## config.mk

```make
export PLATFORM = sky130hd
export DESIGN_NAME = rail_slew_and_strobe_timing
export DESIGN_NICKNAME = d
export VERILOG_FILES = /design/src/hdl/rail_timing_pkg.sv /design/src/hdl/cycle_timer.sv /design/src/hdl/rail_slew_and_strobe_timing.sv
export VERILOG_INCLUDE_DIRS = /design/src /design/src/hdl
export SDC_FILE = /design/constraint.sdc
export NUM_CORES = 1
export LEC_CHECK = 0
export BUFFER_PORTS_ARGS = -buffer_cell sky130_fd_sc_hd__buf_4
export CAP_MARGIN = 20
export CORE_MARGIN = 2
export CORE_UTILIZATION = 62
export CTS_BUF_LIST = sky130_fd_sc_hd__clkbuf_16
export DETAILED_ROUTE_END_ITERATION = 12
export PLACE_DENSITY = 0.82
export SYNTH_ARGS = -nofsm -noshare
export SYNTH_HDL_FRONTEND = slang
export SYNTH_SLANG_ARGS = --single-unit
export TNS_END_PERCENT = 50
```

## constraint.sdc

```tcl
create_clock -name clk_i -period 10.3 [get_ports clk_i]
set_input_delay 2.06 -clock clk_i [delete_from_list [all_inputs] [get_ports clk_i]]
set_output_delay 2.06 -clock clk_i [all_outputs]
set_load 0.05 [all_outputs]
```

## src/hdl/rail_timing_defs.svh

```systemverilog
// Offsets, field positions, reset values and timing figures of the rail timing block
// Behaviour
// - Step-time code 0 dwells 160 us per code step, each higher code halves it.
// - Step-time field resets to code 6, giving 2.5 us per code step.
// - Step-time code 7 applies the new set-point at once, no stepping.
// - Step time fixes dwell per code only; slope follows volts per code.
// - Aux set-point and both sequencer registers accept writes only when unlocked.
// - Each aux set-point write blanks that rail's voltage monitoring for 5 ms.
// - Aux codes 0-19h step 25 mV from 0.900 V, 1Ah-3Fh step 50 mV to 3.400 V.
// - Aux set-point register sits at 1Bh and resets to 33h (2.800 V).
// - Each gap selector waits 2 ms when 0 and 5 ms when 1.
// - First sequencer register bit 7 follows strobe 8, bit 0 follows strobe 1.
// - First sequencer register sits at 20h and resets to 00h.
// - Second sequencer register sits at 21h and resets to 00h.
// - Writing trigger 1 steps both buck rails to targets; clears when done.
// - With trigger bypass set, each buck set-point write starts a stepped transition.
// - Stepping applies only to buck rails one and two.
// - Shutdown gap multiplier stretches power-down gaps tenfold, never power-up gaps.
`ifndef RAIL_TIMING_DEFS_SVH
`define RAIL_TIMING_DEFS_SVH

// ****************************************************************
// Register offsets
// ****************************************************************
`define OFS_RAIL_SLEW_CONTROL 8'h1A
`define OFS_AUX_REGULATOR_SETPOINT 8'h1B
`define OFS_STROBE_GAP_SELECT_LOW 8'h20
`define OFS_STROBE_GAP_SELECT_HIGH 8'h21

// ****************************************************************
// Field positions and reset values
// ****************************************************************
`define SLEW_TRIGGER_BIT 7
`define SLEW_BYPASS_BIT 6
`define SLEW_CODE_RESET 3'h6
`define SLEW_CODE_IMMEDIATE 3'h7
`define AUX_CODE_RESET 6'h33
`define GAP_LOW_RESET 8'h00
`define GAP_HIGH_RESET 8'h00
`define GAP_HIGH_MULT_BIT 7
`define GAP_HIGH_SEL9_BIT 0

// ****************************************************************
// Timing figures
// ****************************************************************
`define CLK_PERIOD_NS 4
`define STEP_TIME_CODE0_NS 160000
`define GAP_SHORT_NS 2000000
`define GAP_LONG_NS 5000000
`define BLANK_TIME_NS 5000000
`define GAP_DOWN_FACTOR 10
`define STROBE_LAST 4'hA
`define STROBE_FIRST 4'h1

`endif

```

## src/hdl/rail_timing_pkg.sv

```systemverilog
// Types shared by the rail timing block
package rail_timing_pkg;

  typedef struct packed {
    logic wr;
    logic rd;
    logic [7:0] addr;
    logic [7:0] wdata;
  } reg_req_t;

  typedef enum logic [1:0] {
    SEQ_IDLE = 2'b00,
    SEQ_UP = 2'b01,
    SEQ_DOWN = 2'b11
  } seq_state_t;

  typedef struct packed {
    logic busy;
    logic expire;
    logic [23:0] count;
  } timer_state_t;

  typedef struct packed {
    logic trigger;
    logic bypass;
    logic [2:0] slew_code;
    logic moving;
    logic [5:0] aux_code;
    logic [7:0] gap_low;
    logic mult;
    logic gap9;
    logic blank;
    logic [5:0] buck_one;
    logic [5:0] buck_two;
    seq_state_t seq;
    logic [3:0] strobe_index;
    logic strobe_pulse;
    logic [7:0] rdata;
  } rail_state_t;

endpackage : rail_timing_pkg

```

## src/hdl/cycle_timer.sv

```systemverilog
// Loadable down counter that pulses once when its count runs out
`timescale 1ns/100ps
`default_nettype none

module cycle_timer
  import rail_timing_pkg::*;
(
  // Clock and reset
  input wire logic clk_i,
  input wire logic rst_n_i,
  // Control
  input wire logic load_i,
  input wire logic [23:0] value_i,
  // Status
  output logic busy_o,
  output logic expire_o
);

  timer_state_t st;
  timer_state_t next_st;

  // ****************************************************************
  // Counting
  // ****************************************************************
  always_comb begin
    next_st = st;
    next_st.expire = 1'b0;
    if (load_i) begin
      next_st.busy = 1'b1;
      next_st.count = value_i;
    end else if (st.busy) begin
      if (st.count <= 24'h000001) begin
        next_st.busy = 1'b0;
        next_st.expire = 1'b1;
      end else begin
        next_st.count = st.count - 24'h000001;
      end
    end
  end

  always_ff @(posedge clk_i or negedge rst_n_i) begin
    if (!rst_n_i) begin
      st <= '0;
    end else begin
      st <= next_st;
    end
  end

  assign busy_o = st.busy;
  assign expire_o = st.expire;

endmodule : cycle_timer
`default_nettype wire

```

## src/hdl/rail_slew_and_strobe_timing.sv

```systemverilog
// Buck rail stepping, aux set-point blanking and strobe gap timing
`timescale 1ns/100ps
`default_nettype none
`include "rail_timing_defs.svh"

module rail_slew_and_strobe_timing
  import rail_timing_pkg::*;
#(
  parameter int CODE_W = 6,
  parameter logic [23:0] STEP_CODE0_CYCLES = 24'(`STEP_TIME_CODE0_NS / `CLK_PERIOD_NS),
  parameter logic [23:0] GAP_SHORT_CYCLES = 24'(`GAP_SHORT_NS / `CLK_PERIOD_NS),
  parameter logic [23:0] GAP_LONG_CYCLES = 24'(`GAP_LONG_NS / `CLK_PERIOD_NS),
  parameter logic [23:0] BLANK_CYCLES = 24'(`BLANK_TIME_NS / `CLK_PERIOD_NS)
) (
  // Clock and reset
  input wire logic clk_i,
  input wire logic rst_n_i,
  // Register access
  input wire reg_req_t reg_req_i,
  input wire logic unlock_i,
  output logic [7:0] rdata_o,
  // Buck rail targets
  input wire logic buck_setpoint_wr_i,
  input wire logic [5:0] buck_one_target_i,
  input wire logic [5:0] buck_two_target_i,
  // Buck rail applied codes
  output logic [5:0] buck_one_code_o,
  output logic [5:0] buck_two_code_o,
  output logic slew_busy_o,
  // Aux regulator
  output logic [5:0] aux_code_o,
  output logic aux_monitor_blank_o,
  // Sequencer
  input wire logic seq_up_start_i,
  input wire logic seq_down_start_i,
  output logic [3:0] strobe_index_o,
  output logic strobe_pulse_o,
  output logic seq_busy_o
);

  logic [1:0] rst_sync;
  logic rst_n;
  rail_state_t st;
  rail_state_t next_st;
  logic step_load;
  logic [23:0] step_value;
  logic step_expire;
  logic gap_load;
  logic [23:0] gap_value;
  logic gap_expire;
  logic blank_load;
  logic blank_expire;
  logic [8:0] gap_sel;

  // ****************************************************************
  // Reset release
  // ****************************************************************
  always_ff @(posedge clk_i or negedge rst_n_i) begin
    if (!rst_n_i) begin
      rst_sync <= 2'h0;
    end else begin
      rst_sync <= {rst_sync[0], 1'b1};
    end
  end
  assign rst_n = rst_sync[1];

  // ****************************************************************
  // Timers
  // ****************************************************************
  cycle_timer u_step_timer (
    .clk_i(clk_i),
    .rst_n_i(rst_n),
    .load_i(step_load),
    .value_i(step_value),
    .busy_o(),
    .expire_o(step_expire)
  );

  cycle_timer u_gap_timer (
    .clk_i(clk_i),
    .rst_n_i(rst_n),
    .load_i(gap_load),
    .value_i(gap_value),
    .busy_o(),
    .expire_o(gap_expire)
  );

  cycle_timer u_blank_timer (
    .clk_i(clk_i),
    .rst_n_i(rst_n),
    .load_i(blank_load),
    .value_i(BLANK_CYCLES),
    .busy_o(),
    .expire_o(blank_expire)
  );

  assign gap_sel = {st.gap9, st.gap_low};

  function automatic logic [23:0] gap_cycles(input logic sel, input logic down, input logic mult);
    logic [23:0] base;
    base = sel ? GAP_LONG_CYCLES : GAP_SHORT_CYCLES;
    gap_cycles = (down && mult) ? 24'(base * `GAP_DOWN_FACTOR) : base;
  endfunction : gap_cycles

  function automatic logic [5:0] step_toward(input logic [5:0] cur, input logic [5:0] tgt);
    if (cur < tgt) begin
      step_toward = cur + 6'h01;
    end else if (cur > tgt) begin
      step_toward = cur - 6'h01;
    end else begin
      step_toward = cur;
    end
  endfunction : step_toward

  // ****************************************************************
  // Next state
  // ****************************************************************
  always_comb begin
    logic wr;
    logic start;
    logic [5:0] one_n;
    logic [5:0] two_n;
    wr = 1'b0;
    start = 1'b0;
    one_n = 6'h00;
    two_n = 6'h00;
    next_st = st;
    next_st.strobe_pulse = 1'b0;
    step_load = 1'b0;
    step_value = STEP_CODE0_CYCLES >> st.slew_code;
    gap_load = 1'b0;
    gap_value = 24'h000000;
    blank_load = 1'b0;
    wr = reg_req_i.wr;

    // Slew engine completion, only buck rails one and two are stepped
    if (st.moving && step_expire) begin
      one_n = step_toward(st.buck_one, buck_one_target_i);
      two_n = step_toward(st.buck_two, buck_two_target_i);
      next_st.buck_one = one_n;
      next_st.buck_two = two_n;
      if (one_n == buck_one_target_i && two_n == buck_two_target_i) begin
        next_st.moving = 1'b0;
        next_st.trigger = 1'b0;
      end else begin
        step_load = 1'b1;
      end
    end

    // Register writes
    if (wr && reg_req_i.addr == `OFS_RAIL_SLEW_CONTROL) begin
      next_st.bypass = reg_req_i.wdata[`SLEW_BYPASS_BIT];
      next_st.slew_code = reg_req_i.wdata[2:0];
      step_value = STEP_CODE0_CYCLES >> reg_req_i.wdata[2:0];
      if (reg_req_i.wdata[`SLEW_TRIGGER_BIT]) begin
        next_st.trigger = 1'b1;
        start = 1'b1;
      end
    end
    if (wr && unlock_i) begin
      if (reg_req_i.addr == `OFS_AUX_REGULATOR_SETPOINT) begin
        next_st.aux_code = reg_req_i.wdata[5:0];
        next_st.blank = 1'b1;
        blank_load = 1'b1;
      end
      if (reg_req_i.addr == `OFS_STROBE_GAP_SELECT_LOW) begin
        next_st.gap_low = reg_req_i.wdata;
      end
      if (reg_req_i.addr == `OFS_STROBE_GAP_SELECT_HIGH) begin
        next_st.mult = reg_req_i.wdata[`GAP_HIGH_MULT_BIT];
        next_st.gap9 = reg_req_i.wdata[`GAP_HIGH_SEL9_BIT];
      end
    end
    if (blank_expire && !blank_load) begin
      next_st.blank = 1'b0;
    end

    // Transition start by trigger or bypassed set-point write
    if (st.bypass && buck_setpoint_wr_i) begin
      start = 1'b1;
    end
    if (start) begin
      if (next_st.slew_code == `SLEW_CODE_IMMEDIATE) begin
        next_st.buck_one = buck_one_target_i;
        next_st.buck_two = buck_two_target_i;
        next_st.moving = 1'b0;
        next_st.trigger = 1'b0;
        step_load = 1'b0;
      end else begin
        next_st.moving = 1'b1;
        step_load = 1'b1;
      end
    end

    // Strobe sequencer
    unique case (st.seq)
      SEQ_IDLE: begin
        if (seq_up_start_i) begin
          next_st.seq = SEQ_UP;
          next_st.strobe_index = `STROBE_FIRST;
          next_st.strobe_pulse = 1'b1;
          gap_load = 1'b1;
          gap_value = gap_cycles(gap_sel[0], 1'b0, st.mult);
        end else if (seq_down_start_i) begin
          next_st.seq = SEQ_DOWN;
          next_st.strobe_index = `STROBE_LAST;
          next_st.strobe_pulse = 1'b1;
          gap_load = 1'b1;
          gap_value = gap_cycles(gap_sel[8], 1'b1, st.mult);
        end
      end
      SEQ_UP: begin
        if (gap_expire) begin
          next_st.strobe_index = st.strobe_index + 4'h1;
          next_st.strobe_pulse = 1'b1;
          if (st.strobe_index + 4'h1 == `STROBE_LAST) begin
            next_st.seq = SEQ_IDLE;
          end else begin
            gap_load = 1'b1;
            gap_value = gap_cycles(gap_sel[st.strobe_index], 1'b0, st.mult);
          end
        end
      end
      SEQ_DOWN: begin
        if (gap_expire) begin
          next_st.strobe_index = st.strobe_index - 4'h1;
          next_st.strobe_pulse = 1'b1;
          if (st.strobe_index - 4'h1 == `STROBE_FIRST) begin
            next_st.seq = SEQ_IDLE;
          end else begin
            gap_load = 1'b1;
            gap_value = gap_cycles(gap_sel[st.strobe_index - 4'h3], 1'b1, st.mult);
          end
        end
      end
      default: begin
        next_st.seq = SEQ_IDLE;
      end
    endcase

    // Register reads
    if (reg_req_i.rd) begin
      unique case (reg_req_i.addr)
        `OFS_RAIL_SLEW_CONTROL: next_st.rdata = {st.trigger, st.bypass, 3'h0, st.slew_code};
        `OFS_AUX_REGULATOR_SETPOINT: next_st.rdata = {2'h0, st.aux_code};
        `OFS_STROBE_GAP_SELECT_LOW: next_st.rdata = st.gap_low;
        `OFS_STROBE_GAP_SELECT_HIGH: next_st.rdata = {st.mult, 6'h00, st.gap9};
        default: next_st.rdata = 8'h00;
      endcase
    end
  end

  // ****************************************************************
  // State register
  // ****************************************************************
  always_ff @(posedge clk_i or negedge rst_n) begin
    if (!rst_n) begin
      st <= '0;
      st.slew_code <= `SLEW_CODE_RESET;
      st.aux_code <= `AUX_CODE_RESET;
      st.gap_low <= `GAP_LOW_RESET;
      st.mult <= 1'(`GAP_HIGH_RESET >> `GAP_HIGH_MULT_BIT);
      st.gap9 <= 1'b0;
      st.seq <= SEQ_IDLE;
    end else begin
      st <= next_st;
    end
  end

  // ****************************************************************
  // Outputs
  // ****************************************************************
  assign rdata_o = st.rdata;
  assign buck_one_code_o = st.buck_one;
  assign buck_two_code_o = st.buck_two;
  assign slew_busy_o = st.moving;
  assign aux_code_o = st.aux_code;
  assign aux_monitor_blank_o = st.blank;
  assign strobe_index_o = st.strobe_index;
  assign strobe_pulse_o = st.strobe_pulse;
  assign seq_busy_o = st.seq[0];

endmodule : rail_slew_and_strobe_timing
`default_nettype wire

```

# Yosys cells after proc, flatten, opt, wreduce, memory -nomap -nowiden
# Cells that the tools add are included.
# op_classes
muxes,82
n_eq_ne,19
mul,2
n_lt_le_gt_ge,9
shift,2
reduce_logical,26
add_sub_neg,10
# ops
operator,count
two-way mux 24 bit,14
two-way mux 21 bit,5
two-way mux 26 bit,3
"<= comparator 24 x 1 -> 1 bit, second input constant",3
case mux 24 bit (3 select lines),1
"subtractor 24 x 1 -> 24 bit, second input constant",3
"right shift 16 x 3 -> 24 bit, first input constant",2
"multiplier 21 x 3 -> 23 bit, second input constant",2
two-way mux 12 bit,3
two-way mux 6 bit,6
two-way mux 1 bit,34
case mux 8 bit (4 select lines),1
two-way mux 7 bit,4
"equality test 8 x 5 -> 1 bit, second input constant",2
"equality test 8 x 6 -> 1 bit, second input constant",2
AND reduction 2 bit,8
case mux 5 bit (3 select lines),1
nonzero test 2 bit,7
"adder 6 x 1 -> 6 bit, second input constant",2
equality test 6 bit,2
greater-than comparator 6 bit,2
< comparator 6 bit,2
"subtractor 6 x 1 -> 6 bit, second input constant",2
"< comparator 4 x 5 -> 1 bit, second input constant",2
22 further kinds,37
# totals
register_bits,130

# Logic depth before layout (Yosys ltp)
# Gate-level depths: netlist (run 1).
# logic_depth
depth_word,15
mapped_depth,13
mapped_depth_nobuf,12

# By module
# From an unflattened synthesis (run 1), not the netlist that was laid out.
# hier_totals
hier_cells,1128
hier_area_um2,9625.5
# by_module_without_submodules
mod,instances,cells_per_inst,area_per_inst_um2
cycle_timer,3,200,1695.4
rail_slew_and_strobe_timing,1,528,4539.4

# Worst setup path after synthesis (run 1)
# OpenSTA, ideal clock, no wires.
# synth_path
kind,input port to flip-flop
from,input port buck_two_target_i[5]
to,register u_step_timer.st[11] in the netlist's numbering
n_path_buf,1
t_required_ns,10.173
setup_time_ns,0.127
stages,11
t_arrival_ns,4.396
path_slack_ns,5.777
path_cell_list,inv_1 > ha_1 > nand4_4 > o21ai_2 > or3_4 > xor2_1 > or3_4 > a2111oi_4 > o31ai_4 > buf_6 > mux2i_1
# synth_via
elab_chain_cells,11
word_cells_on_any_way,14
classes_between,2 x order compare; 2 x eq/ne; 7 x mux; 3 x reduce/logical
# synth_lines
item,line,text
start: declaration,rail_slew_and_strobe_timing.sv:25,"input wire logic [5:0] buck_two_target_i,"
greater-than comparator 6 bit,rail_slew_and_strobe_timing.sv:108,end else if (cur > tgt) begin
two-way mux 6 bit,rail_slew_and_strobe_timing.sv:108,
two-way mux 6 bit,rail_slew_and_strobe_timing.sv:106,if (cur < tgt) begin
two-way mux 6 bit,rail_slew_and_strobe_timing.sv:137,if (st.moving && step_expire) begin
equality test 6 bit (*),rail_slew_and_strobe_timing.sv:142,if (one_n == buck_one_target_i && two_n == buck_two_target_i) begin
logical AND 1 bit (*),rail_slew_and_strobe_timing.sv:142,
two-way mux 1 bit (*),rail_slew_and_strobe_timing.sv:142,
two-way mux 1 bit (*),rail_slew_and_strobe_timing.sv:137,
two-way mux 1 bit (*),rail_slew_and_strobe_timing.sv:182,if (start) begin
!= test 2 bit (no source line) / nonzero test 2 bit (equally long branches),--,
AND reduction 2 bit (no source line),--,
end signal: assignment,cycle_timer.sv:45,st <= next_st;
end: declaration,cycle_timer.sv:19,timer_state_t st;
# Every way passes the cells marked *; elsewhere a longest branch is shown, timed or not. The select of a mux whose other input is x is not followed.
# A chain may end at the register's enable or synchronous reset.

==> results of run 1 <==
cell type report:
type / count / share of cell area, %
timing repair buffer: 72 / 5.692
sequential: 130 / 34.37
clock buffer: 17 / 4.480
clock inverter: 15 / 1.752
tap: 176 / 2.319
multi-input combinational: 707 / 49.33
inverter: 52 / 2.055
worst max-delay path by stage:
stage | from | to | slack [ns]
after floorplan | buck_two_target_i[5] | u_step_timer.st[11]$_DFFE_PN0P_ | 5.78
after global placement | reg_req_i[10] | u_step_timer.st[3]$_DFFE_PN0P_ | 4.93
after detailed placement | reg_req_i[10] | buck_one_code_o[1]$_DFF_PN0_ | 4.80
after CTS | reg_req_i[10] | u_step_timer.st[3]$_DFFE_PN0P_ | 5.24
after global routing | reg_req_i[10] | u_step_timer.st[12]$_DFFE_PN0P_ | 4.90
final | reg_req_i[10] | u_step_timer.st[12]$_DFFE_PN0P_ | 5.20
worst max-delay path, delay by kind of cell:
kind | cells | cell delay, ns
compound gates | 1 | 0.07
fa+ha+maj | 1 | 0.29
buf+inv | 3 | 0.72
mux | 2 | 0.90
simple gates | 5 | 1.34
power groups by stage:
stage | clock (mW) | combinational (mW) | sequential, mW
6_report | 0.612 | 0.144 | 0.584
5_1_grt | 0.639 | 0.161 | 0.591
4_1_cts | 0.617 | 0.144 | 0.584
3_5_place_dp | 0 | 0.142 | 0.592
3_3_place_gp | 0 | 0.135 | 0.592
2_1_floorplan | 0 | 0.0952 | 0.591
registers in the layout (all words and copies together), names as in the netlist, 4 cells and up:
register          flops
strobe_index_o        4
rdata_o               8
u_gap_timer.st       24
buck_one_code_o       6
u_step_timer.st      24
u_blank_timer.st     24
st                    7
gap_sel               9
buck_two_code_o       6
aux_code_o            6
per-stage QoR:
step | cells | instance area (um^2) | total power, mW
floorplan | 954 | 8518 | 0.6864
CTS | 1168 | 9489 | 1.346
global route | 1169 | 9497 | 1.390
detailed placement | 1136 | 8897 | 0.7341
finish | 1169 | 9497 | 1.340
global placement | 1136 | 8897 | 0.7272
layout by cell type, fill, tap and decap left out, drive strengths merged, types with 4 or more instances in the layout:
master    n
a211oi    5
nand3    23
o31ai     4
mux4      4
dfstp     6
nor4     20
xnor2    57
a22oi     9
buf      72
clkinv    6
nand2    94
mux2i    22
a31oi    14
mux2     14
o211ai    7
o22ai     7
dfrtp   124
nor3     35
or4      11
nand2b    8
a21boi    4
clkbuf   17
a21oi    44
a221oi    4
o21bai    5
or3      19
xor2     20
and2      8
nor2b     8
inv      55
nand4     9
and3     12
nor4b     4
o21ai    63
ha       41
nor2     90
metal layers:
| metal | track usage, % | routed length [um] | vias up |
|---|---|---|---|
| li1 | - | - | 3410 |
| met3 | 6.062 | 1074 | 38 |
| met5 | 0 | 0 | - |
| met1 | 38.00 | 8687 | 3416 |
| met4 | 9.842 | 367 | 0 |
| met2 | 43.71 | 9349 | 207 |
cells by family after synthesis:
group,Yosys count,synth area share [%]
compound gates,197,15.11
xor+xnor,77,7.917
fa+ha+maj,41,6.022
buf+inv,117,6.727
flops,130,38.28
mux,40,5.494
other cells,1,0.04402
simple gates,351,20.40
==> run summary, run 1 <==
PnR worst setup slack - 5.201 ns
max_slew headroom - 37.18%
utilization after layout - 71.15%
first-pass GRT wire length - 32190 um
crit path kind - in -> reg
hold depth - 0
Final Net Count - 1057
Synth async-reset ratio - 100.0%
most area-hungry cell type in the Yosys netlist - dfrtp_1
syn_area_per_cell - 8.929 um^2
Starting Density - 63.82%
Slew @ Worst Pin - 0.9423 ns
Worst-path clk slew - 0.06 ns
Logic pwr share - 10.7%
vias in the first global route - 6619
1st-pass router iterations - 8
CTS tree - done
Post-synth EDFFs - 0
hold slack - 0.3575 ns
Final GP Congestion - 0.9105
Vias - 7071
root buffer cell - clkbuf_16
number of synthesized register bits - 130
clk_lat worst skew - 0.43 ns
Max Freq - 196.1 MHz
CP required - 10.61 ns
number of fillers in the final layout - 1061
largest net degree at the start of global routing - 74
Post-CTS Resized - 0
status - finished clean
Final Setup Violations - 0
Max Slew Vio Count - 0
worst path arrival time - 5.41 ns
crit-path max FO - 26
area of the multi-input gates - 0.004684 mm^2
Switching Share - 26.35%
worst hold path type - reg -> reg
Post-CTS Hold Buffers - 0
Synth Instances - 954
Unique masters post-synth - 71
area growth from synthesis to layout - 11.49%
CP peak stage delay - 0.53 ns
Antenna Cells - 0
Setup crit start kind - primary input
Pleak - 4.000 nW
initial antenna violation count - 0
Reg2Reg Setup Slack - 6.56 ns
Int Pwr - 0.9866 mW
Yosys top cell area share - 36.43%
overall die width - 121.2 um
RSZ-0062 raised after global routing - no
launch point of the worst reg-to-reg path - strobe_index_o[0]$_DFFE_PN0P_
# DRC - 0
count leader, synth - dfrtp_1
Storage cell area - 0.003264 mm^2
core area - 0.01335 mm^2
Reg2Reg Depth - 12
yosys warns - 0
Clock Tree Buf Depth - 2
total length of routed wires - 19480 um
H-tree Lvls - 4
WL/cell - 16.66 um
Final Hold Vio Count - 0
initial drt markers - 519
HPWL after DPL - 13420 um
Die Ht - 121.2 um
Synth top cells by count - dfrtp_1, nand2_1, nor2_1, o21ai_0, xnor2_1
Rows - 42
clock tree sinks - 130
VDD IR max - 0.1172 mV
Net Switching - 0.3530 mW
Hold Path End - rst_sync[1]$_DFF_PN0_
final period demand of the worst path - 5.099 ns
CP cell instances - buf_4 -> nor3_1 -> and2_1 -> and3_1 -> mux2i_1 -> inv_1 -> ha_1 -> nand2_1 -> nand2_1 -> o31ai_4 -> buf_4 -> mux2_2
GRT overflow - 0
sequential-to-total area share from yosys stat - 38.28%
Tot GR Track Use - 27.77%
pwr/cell area - 141.1 mW/mm^2
clock skew - 0.005682 ns
IO Pins - 70
Setup crit end kind - flop
Die Area - 0.01469 mm^2
share of layout cells above drive strength 1 - 14.30%
ranking of synthesized cells by area - dfrtp_1, ha_1, xnor2_1, nand2_1, nor2_1
hold path startpoint - rst_sync[0]$_DFF_PN0_
pre-CTS WS - 4.798 ns
Setup TNS - 0 ns
max-cap violations - 0
Clock Power Share - 45.7%
Slowest cell on crit path - mux2i_1
Flop pwr share - 43.6%
Port Buffer Count - 69
Synth Cell Area - 0.008518 mm^2
Vias/cell - 6.049
Most used DFF post-synth - dfrtp_1
cts bufs inserted - 17
final period utilization - 49.50%
r2r endpoint - u_gap_timer.st[13]$_DFFE_PN0P_
ANT nets after route - 0
post-synth net total - 1031
Post-CTS Setup Bufs - 0
(Power assumes the default switching activity.)
==> run 2, diff against run 1 <==
--- a/config.mk
+++ b/config.mk
@@ -9,10 +9,10 @@
 export BUFFER_PORTS_ARGS = -buffer_cell sky130_fd_sc_hd__buf_4
 export CAP_MARGIN = 20
 export CORE_MARGIN = 2
-export CORE_UTILIZATION = 62
+export CORE_UTILIZATION = 55
 export CTS_BUF_LIST = sky130_fd_sc_hd__clkbuf_16
 export DETAILED_ROUTE_END_ITERATION = 12
-export PLACE_DENSITY = 0.82
+export PLACE_DENSITY = 0.77
 export SYNTH_ARGS = -nofsm -noshare
 export SYNTH_HDL_FRONTEND = slang
 export SYNTH_SLANG_ARGS = --single-unit
==> constraint.sdc (replaced) <==
create_clock -name clk_i -period 4.5 [get_ports clk_i]
set_input_delay 0.9 -clock clk_i [delete_from_list [all_inputs] [get_ports clk_i]]
set_output_delay 0.9 -clock clk_i [all_outputs]
set_load 0.05 [all_outputs]
==> run 2 against run 1 <==
Cell area up 1.0%; register-to-register slack worse by 5.6 ns; sequential power is 130% higher; sequential share of layout area decreased by 0.35 points; hold slack got worse by 0.19 ns; via count decreased by 0.65%; routed wire length rose by 0.32%; clock-buffer cell count unchanged; cell count is 1.7% higher; core utilization down 7.8 points; clock skew rose by 0.0017 ns; die area is 12% higher; largest cell class unchanged.
==> run summary, run 2 (synthesized netlist as in run 1, its figures left out) <==
status - finished clean
Slew @ Worst Pin - 0.9984 ns
Vias/cell - 5.908
Reg2Reg Depth - 10
number of fillers in the final layout - 1269
Antenna Cells - 0
final period utilization - 79.76%
clk_lat worst skew - 0.42 ns
Max Freq - 278.6 MHz
Critical Path Sink - u_step_timer.st[0]$_DFFE_PN0P_
root buffer cell - clkbuf_16
initial antenna violation count - 0
Pleak - 4.044 nW
area growth from synthesis to layout - 12.62%
Starting Density - 56.24%
first-pass GRT wire length - 33270 um
IO Pins - 70
most frequent cells in the layout - dfrtp_1, nand2_1, nor2_1, buf_4, o21ai_0
CP required - 4.84 ns
pwr/cell area - 318.9 mW/mm^2
initial drt markers - 425
Setup crit end kind - flop
Post-CTS Resized - 0
worst path arrival time - 3.93 ns
crit path kind - in -> reg
largest net degree at the start of global routing - 83
Reg2Reg Setup Slack - 0.94 ns
VDD IR max - 0.2768 mV
WL/cell - 16.43 um
CTS tree - done
HPWL after DPL - 13900 um
largest registers - u_blank_timer.st (24), u_gap_timer.st (24), u_step_timer.st (24)
r2r endpoint - u_step_timer.st[0]$_DFFE_PN0P_
final period demand of the worst path - 3.589 ns
Die Ht - 128.5 um
max_slew headroom - 33.44%
Rows - 45
1st-pass router iterations - 5
Worst-path clk slew - 0.06 ns
most common cell after layout, fill and taps aside - dfrtp_1
GRT overflow - 0
Post-CTS Hold Buffers - 0
max-cap violations - 0
overall die width - 128.5 um
Die Area - 0.01650 mm^2
clock skew - 0.007364 ns
# DRC - 0
H-tree Lvls - 4
Final Hold Vio Count - 0
worst hold path type - reg -> async
Clock Tree Buf Depth - 2
launch point of the worst reg-to-reg path - buck_one_code_o[3]$_DFF_PN0_
Final Setup Violations - 0
share of layout cells above drive strength 1 - 15.08%
Final GP Congestion - 0.9220
ANT nets after route - 0
Final Net Count - 1065
Setup crit start kind - primary input
clock tree sinks - 130
total length of routed wires - 19540 um
Max Slew Vio Count - 0
CP Launch Point - buck_two_target_i[5]
Post-CTS Setup Bufs - 0
RSZ-0062 raised after global routing - no
Tot GR Track Use - 25.10%
crit-path max FO - 20
vias in the first global route - 6800
utilization after layout - 63.34%
Setup TNS - 0 ns
Port Buffer Count - 69
cts bufs inserted - 17
Vias - 7025
core area - 0.01515 mm^2
[run 2: cell type report]
cell class / count / area (um^2) / area share [%]
inverter: 52 / 195.2 / 2.035
clock buffer: 17 / 425.4 / 4.435
multi-input combinational: 707 / 4684 / 48.83
sequential: 130 / 3264 / 34.03
tap: 188 / 235.2 / 2.452
clock inverter: 15 / 167.7 / 1.748
timing repair buffer: 80 / 620.6 / 6.469
[run 2: worst min path at each step]
stage / slack, ns / end / start / cells past startpoint
final: 0.17 / u_step_timer.st[6]$_DFFE_PN0P_ / rst_sync[1]$_DFF_PN0_ / 0
after global routing: 0.18 / u_step_timer.st[5]$_DFFE_PN0P_ / rst_sync[1]$_DFF_PN0_ / 0
after CTS: 0.24 / rst_sync[1]$_DFF_PN0_ / rst_n_i / 1
after detailed placement: 0.34 / rst_sync[1]$_DFF_PN0_ / rst_sync[0]$_DFF_PN0_ / 0
after global placement: 0.34 / rst_sync[1]$_DFF_PN0_ / rst_sync[0]$_DFF_PN0_ / 0
after floorplan: 0.33 / rst_sync[1]$_DFF_PN0_ / rst_sync[0]$_DFF_PN0_ / 0
[run 2: layer usage]
metal,up-vias,track usage (%),wire [um]
li1,3423,-,-
met1,3378,34.06,8750
met2,193,40.14,9319
met3,31,6.237,1128
met4,0,7.434,342
met5,-,0,0
[run 2: report_power, final]
| part | total (mW) | switching, mW | internal, mW |
|---|---|---|---|
| sequential | 1.33 | 0.0802 | 1.25 |
| clock | 1.39 | 0.530 | 0.865 |
| combinational | 0.338 | 0.186 | 0.152 |
| total | 3.06 | 0.795 | 2.26 |
[run 2: worst max-delay path, cell delays in order]
cell and delay [ns]:
buf_4 0.09, inv_1 0.05, ha_1 0.35, a21oi_1 0.20, o21a_1 0.21, and2_0 0.39
mux2i_1 0.14, o2111ai_1 0.18, a2111oi_4 0.09, o31ai_4 0.81, buf_4 0.32, mux2i_1 0.19
[run 2: per-stage QoR]
stage	setup WS [ns]	hold WS, ns	area [um^2]	std cells	total power, mW
floorplan	0.6204	0.3312	8518	954	1.571
global placement	0.6081	0.3360	8972	1156	1.669
detailed placement	0.4707	0.3403	8972	1156	1.675
CTS	0.9182	0.2424	9565	1188	3.073
global route	0.6774	0.1816	9593	1189	3.187
finish	0.9107	0.1663	9593	1189	3.059
==> run 3, diff against run 2 <==
==> constraint.sdc (replaced) <==
create_clock -name clk_i -period 3.06 [get_ports clk_i]
set_input_delay 0.612 -clock clk_i [delete_from_list [all_inputs] [get_ports clk_i]]
set_output_delay 0.612 -clock clk_i [all_outputs]
set_load 0.05 [all_outputs]
==> run 3 against run 2 <==
Flip-flop and latch count did not move; clock skew about the same; critical endpoint is now u_step_timer.busy_o$_DFF_PN0_; worst setup slack worse by 0.83 ns; routed wire length increased by 5.4%; global-route usage increased by 0.74 points; critical path depth shrank 1.
==> run summary, run 3 (synthesized netlist as in run 1, its figures left out) <==
clock skew - 0.007606 ns
most common cell after layout, fill and taps aside - buf_4
Final Net Count - 1135
area growth from synthesis to layout - 19.73%
first-pass GRT wire length - 34300 um
Final Instance Area - 0.01020 mm^2
top sig layer - met4
Max Slew Vio Count - 0
Max Freq - 335.7 MHz
Setup crit start kind - flop
crit-path max FO - 10
ANT nets after route - 0
Starting Density - 56.24%
pwr/cell area - 456.6 mW/mm^2
Final GP Congestion - 0.9025
initial drt markers - 531
largest net degree at the start of global routing - 69
CP required - 3.37 ns
Final Hold Vio Count - 0
max-cap violations - 0
vias in the first global route - 7095
final period demand of the worst path - 2.979 ns
critical path's most frequent cell - buf_4
Tot GR Track Use - 25.85%
Setup TNS - 0 ns
post-layout power - 4.657 mW
# DRC - 0
WL/cell - 16.35 um
VDD IR max - 0.4048 mV
met1 wire length - 9057 um
Placed Area - 0.009475 mm^2
cts bufs inserted - 17
CP cell instances - ha_1 -> a21oi_1 -> o21a_1 -> nand2_1 -> buf_4 -> a311oi_2 -> o2111ai_2 -> a2111oi_4 -> o31ai_4 -> buf_4 -> nand2b_1
Vias - 7277
core area - 0.01515 mm^2
launch point of the worst reg-to-reg path - buck_one_code_o[5]$_DFF_PN0_
Setup crit end kind - flop
worst path arrival time - 3.28 ns
CP peak stage delay - 0.43 ns
root buffer cell - clkbuf_16
clk_lat worst skew - 0.42 ns
Antenna Cells - 0
Reg2Reg Depth - 11
Die Area - 0.01650 mm^2
Rows - 45
CP Launch Point - buck_one_code_o[5]$_DFF_PN0_
Slowest cell on crit path - dfrtp_1
CTS tree - done
most frequent cells in the layout - buf_4, dfrtp_1, nand2_1, nor2_1, o21ai_0
WL met2 - 10170 um
1st-pass router iterations - 6
Reg2Reg Setup Slack - 0.08 ns
Slew @ Worst Pin - 0.8662 ns
Buf/Inv on CP - 2
Port Buffer Count - 69
final period utilization - 97.34%
WP depth - 11
IO Pins - 70
initial antenna violation count - 0
CP top delay family - compound AO/OA/AOI/OAI gates
crit path kind - reg -> reg
Clock Tree Buf Depth - 2
Vias/cell - 5.780
GRT overflow - 0
r2r endpoint - u_step_timer.busy_o$_DFF_PN0_
max_slew headroom - 42.26%
overall die width - 128.5 um
Critical Path Sink - u_step_timer.busy_o$_DFF_PN0_
worst hold path type - reg -> reg
share of layout cells above drive strength 1 - 21.01%
Pleak - 4.412 nW
status - finished clean
largest registers - u_blank_timer.st (24), u_gap_timer.st (24), u_step_timer.st (24)
total length of routed wires - 20590 um
RSZ-0062 raised after global routing - yes
clock tree sinks - 130
Worst-path clk slew - 0.05 ns
Final Setup Violations - 0
met3 wire len - 1028 um
H-tree Lvls - 4
HPWL after DPL - 14970 um
Die Ht - 128.5 um
## run 3: cell types whose count changed in the layout (fill, tap and decap cells not counted), moves of 2 or more
cell	change
buf_4	+68
buf_6	+2
bufinv_16	+2
clkinv_1	+4
clkinv_2	-2
clkinv_4	-2
clkinvlp_4	-3
o21ai_0	-2
o21ai_1	+2
## run 3: routing by layer
| metal | track usage (%) | up-vias |
|---|---|---|
| li1 | - | 3553 |
| met1 | 33.58 | 3508 |
| met2 | 43.46 | 186 |
| met3 | 5.863 | 30 |
| met4 | 7.628 | 0 |
| met5 | 0 | - |
## run 3: how the worst min path moves through the flow
stage	from	endpoint	slack [ns]	cells past startpoint
after floorplan	rst_n_i	rst_sync[0]$_DFF_PN0_	0.32	0
after global placement	rst_sync[0]$_DFF_PN0_	rst_sync[1]$_DFF_PN0_	0.34	0
after detailed placement	rst_sync[0]$_DFF_PN0_	rst_sync[1]$_DFF_PN0_	0.33	0
after CTS	rst_sync[0]$_DFF_PN0_	rst_sync[1]$_DFF_PN0_	0.35	0
after global routing	rst_sync[0]$_DFF_PN0_	rst_sync[1]$_DFF_PN0_	0.35	0
final	rst_sync[0]$_DFF_PN0_	rst_sync[1]$_DFF_PN0_	0.34	0
## run 3: through the flow
step	hold slack (ns)	worst slack (ns)	instances	utilization [%]
after floorplan	0.3164	-0.01540	954	-
after global placement	0.3355	-0.1857	1223	62.56
after detailed placement	0.3347	-0.2910	1223	62.56
after CTS	0.3475	0.07224	1256	66.73
after global routing	0.3491	-0.09377	1259	67.34
final	0.3442	0.08131	1259	67.34
## run 3: timing repair
action                     4_1_cts  5_1_grt
hold buffers                     1        0
hold endpoints to repair         2        0
setup buffers                    0        3
resized for setup                0       15
setup endpoints to repair        0       25
## run 3: final cells by class
type	count	area, um^2
tap	188	235.2
sequential	130	3264
clock buffer	17	425.4
timing repair buffer	150	1136
clock inverter	15	196.4
multi-input combinational	707	4746
fill	1191	4947
inverter	52	195.2
## run 3: report_power, final
group | leakage (nW) | switching [mW] | total (mW) | internal [mW]
sequential | 1.54 | 0.133 | 1.97 | 1.83
clock | 0.309 | 0.752 | 2.17 | 1.42
combinational | 2.57 | 0.269 | 0.516 | 0.247
## run 3: worst reg2reg max path, cell delays in order (launching register included)
cell,delay (ns)
dfrtp_1,0.43
ha_1,0.33
a21oi_1,0.17
o21a_1,0.24
nand2_1,0.12
buf_4,0.18
a311oi_2,0.28
o2111ai_2,0.18
a2111oi_4,0.41
o31ai_4,0.19
buf_4,0.21
nand2b_1,0.14
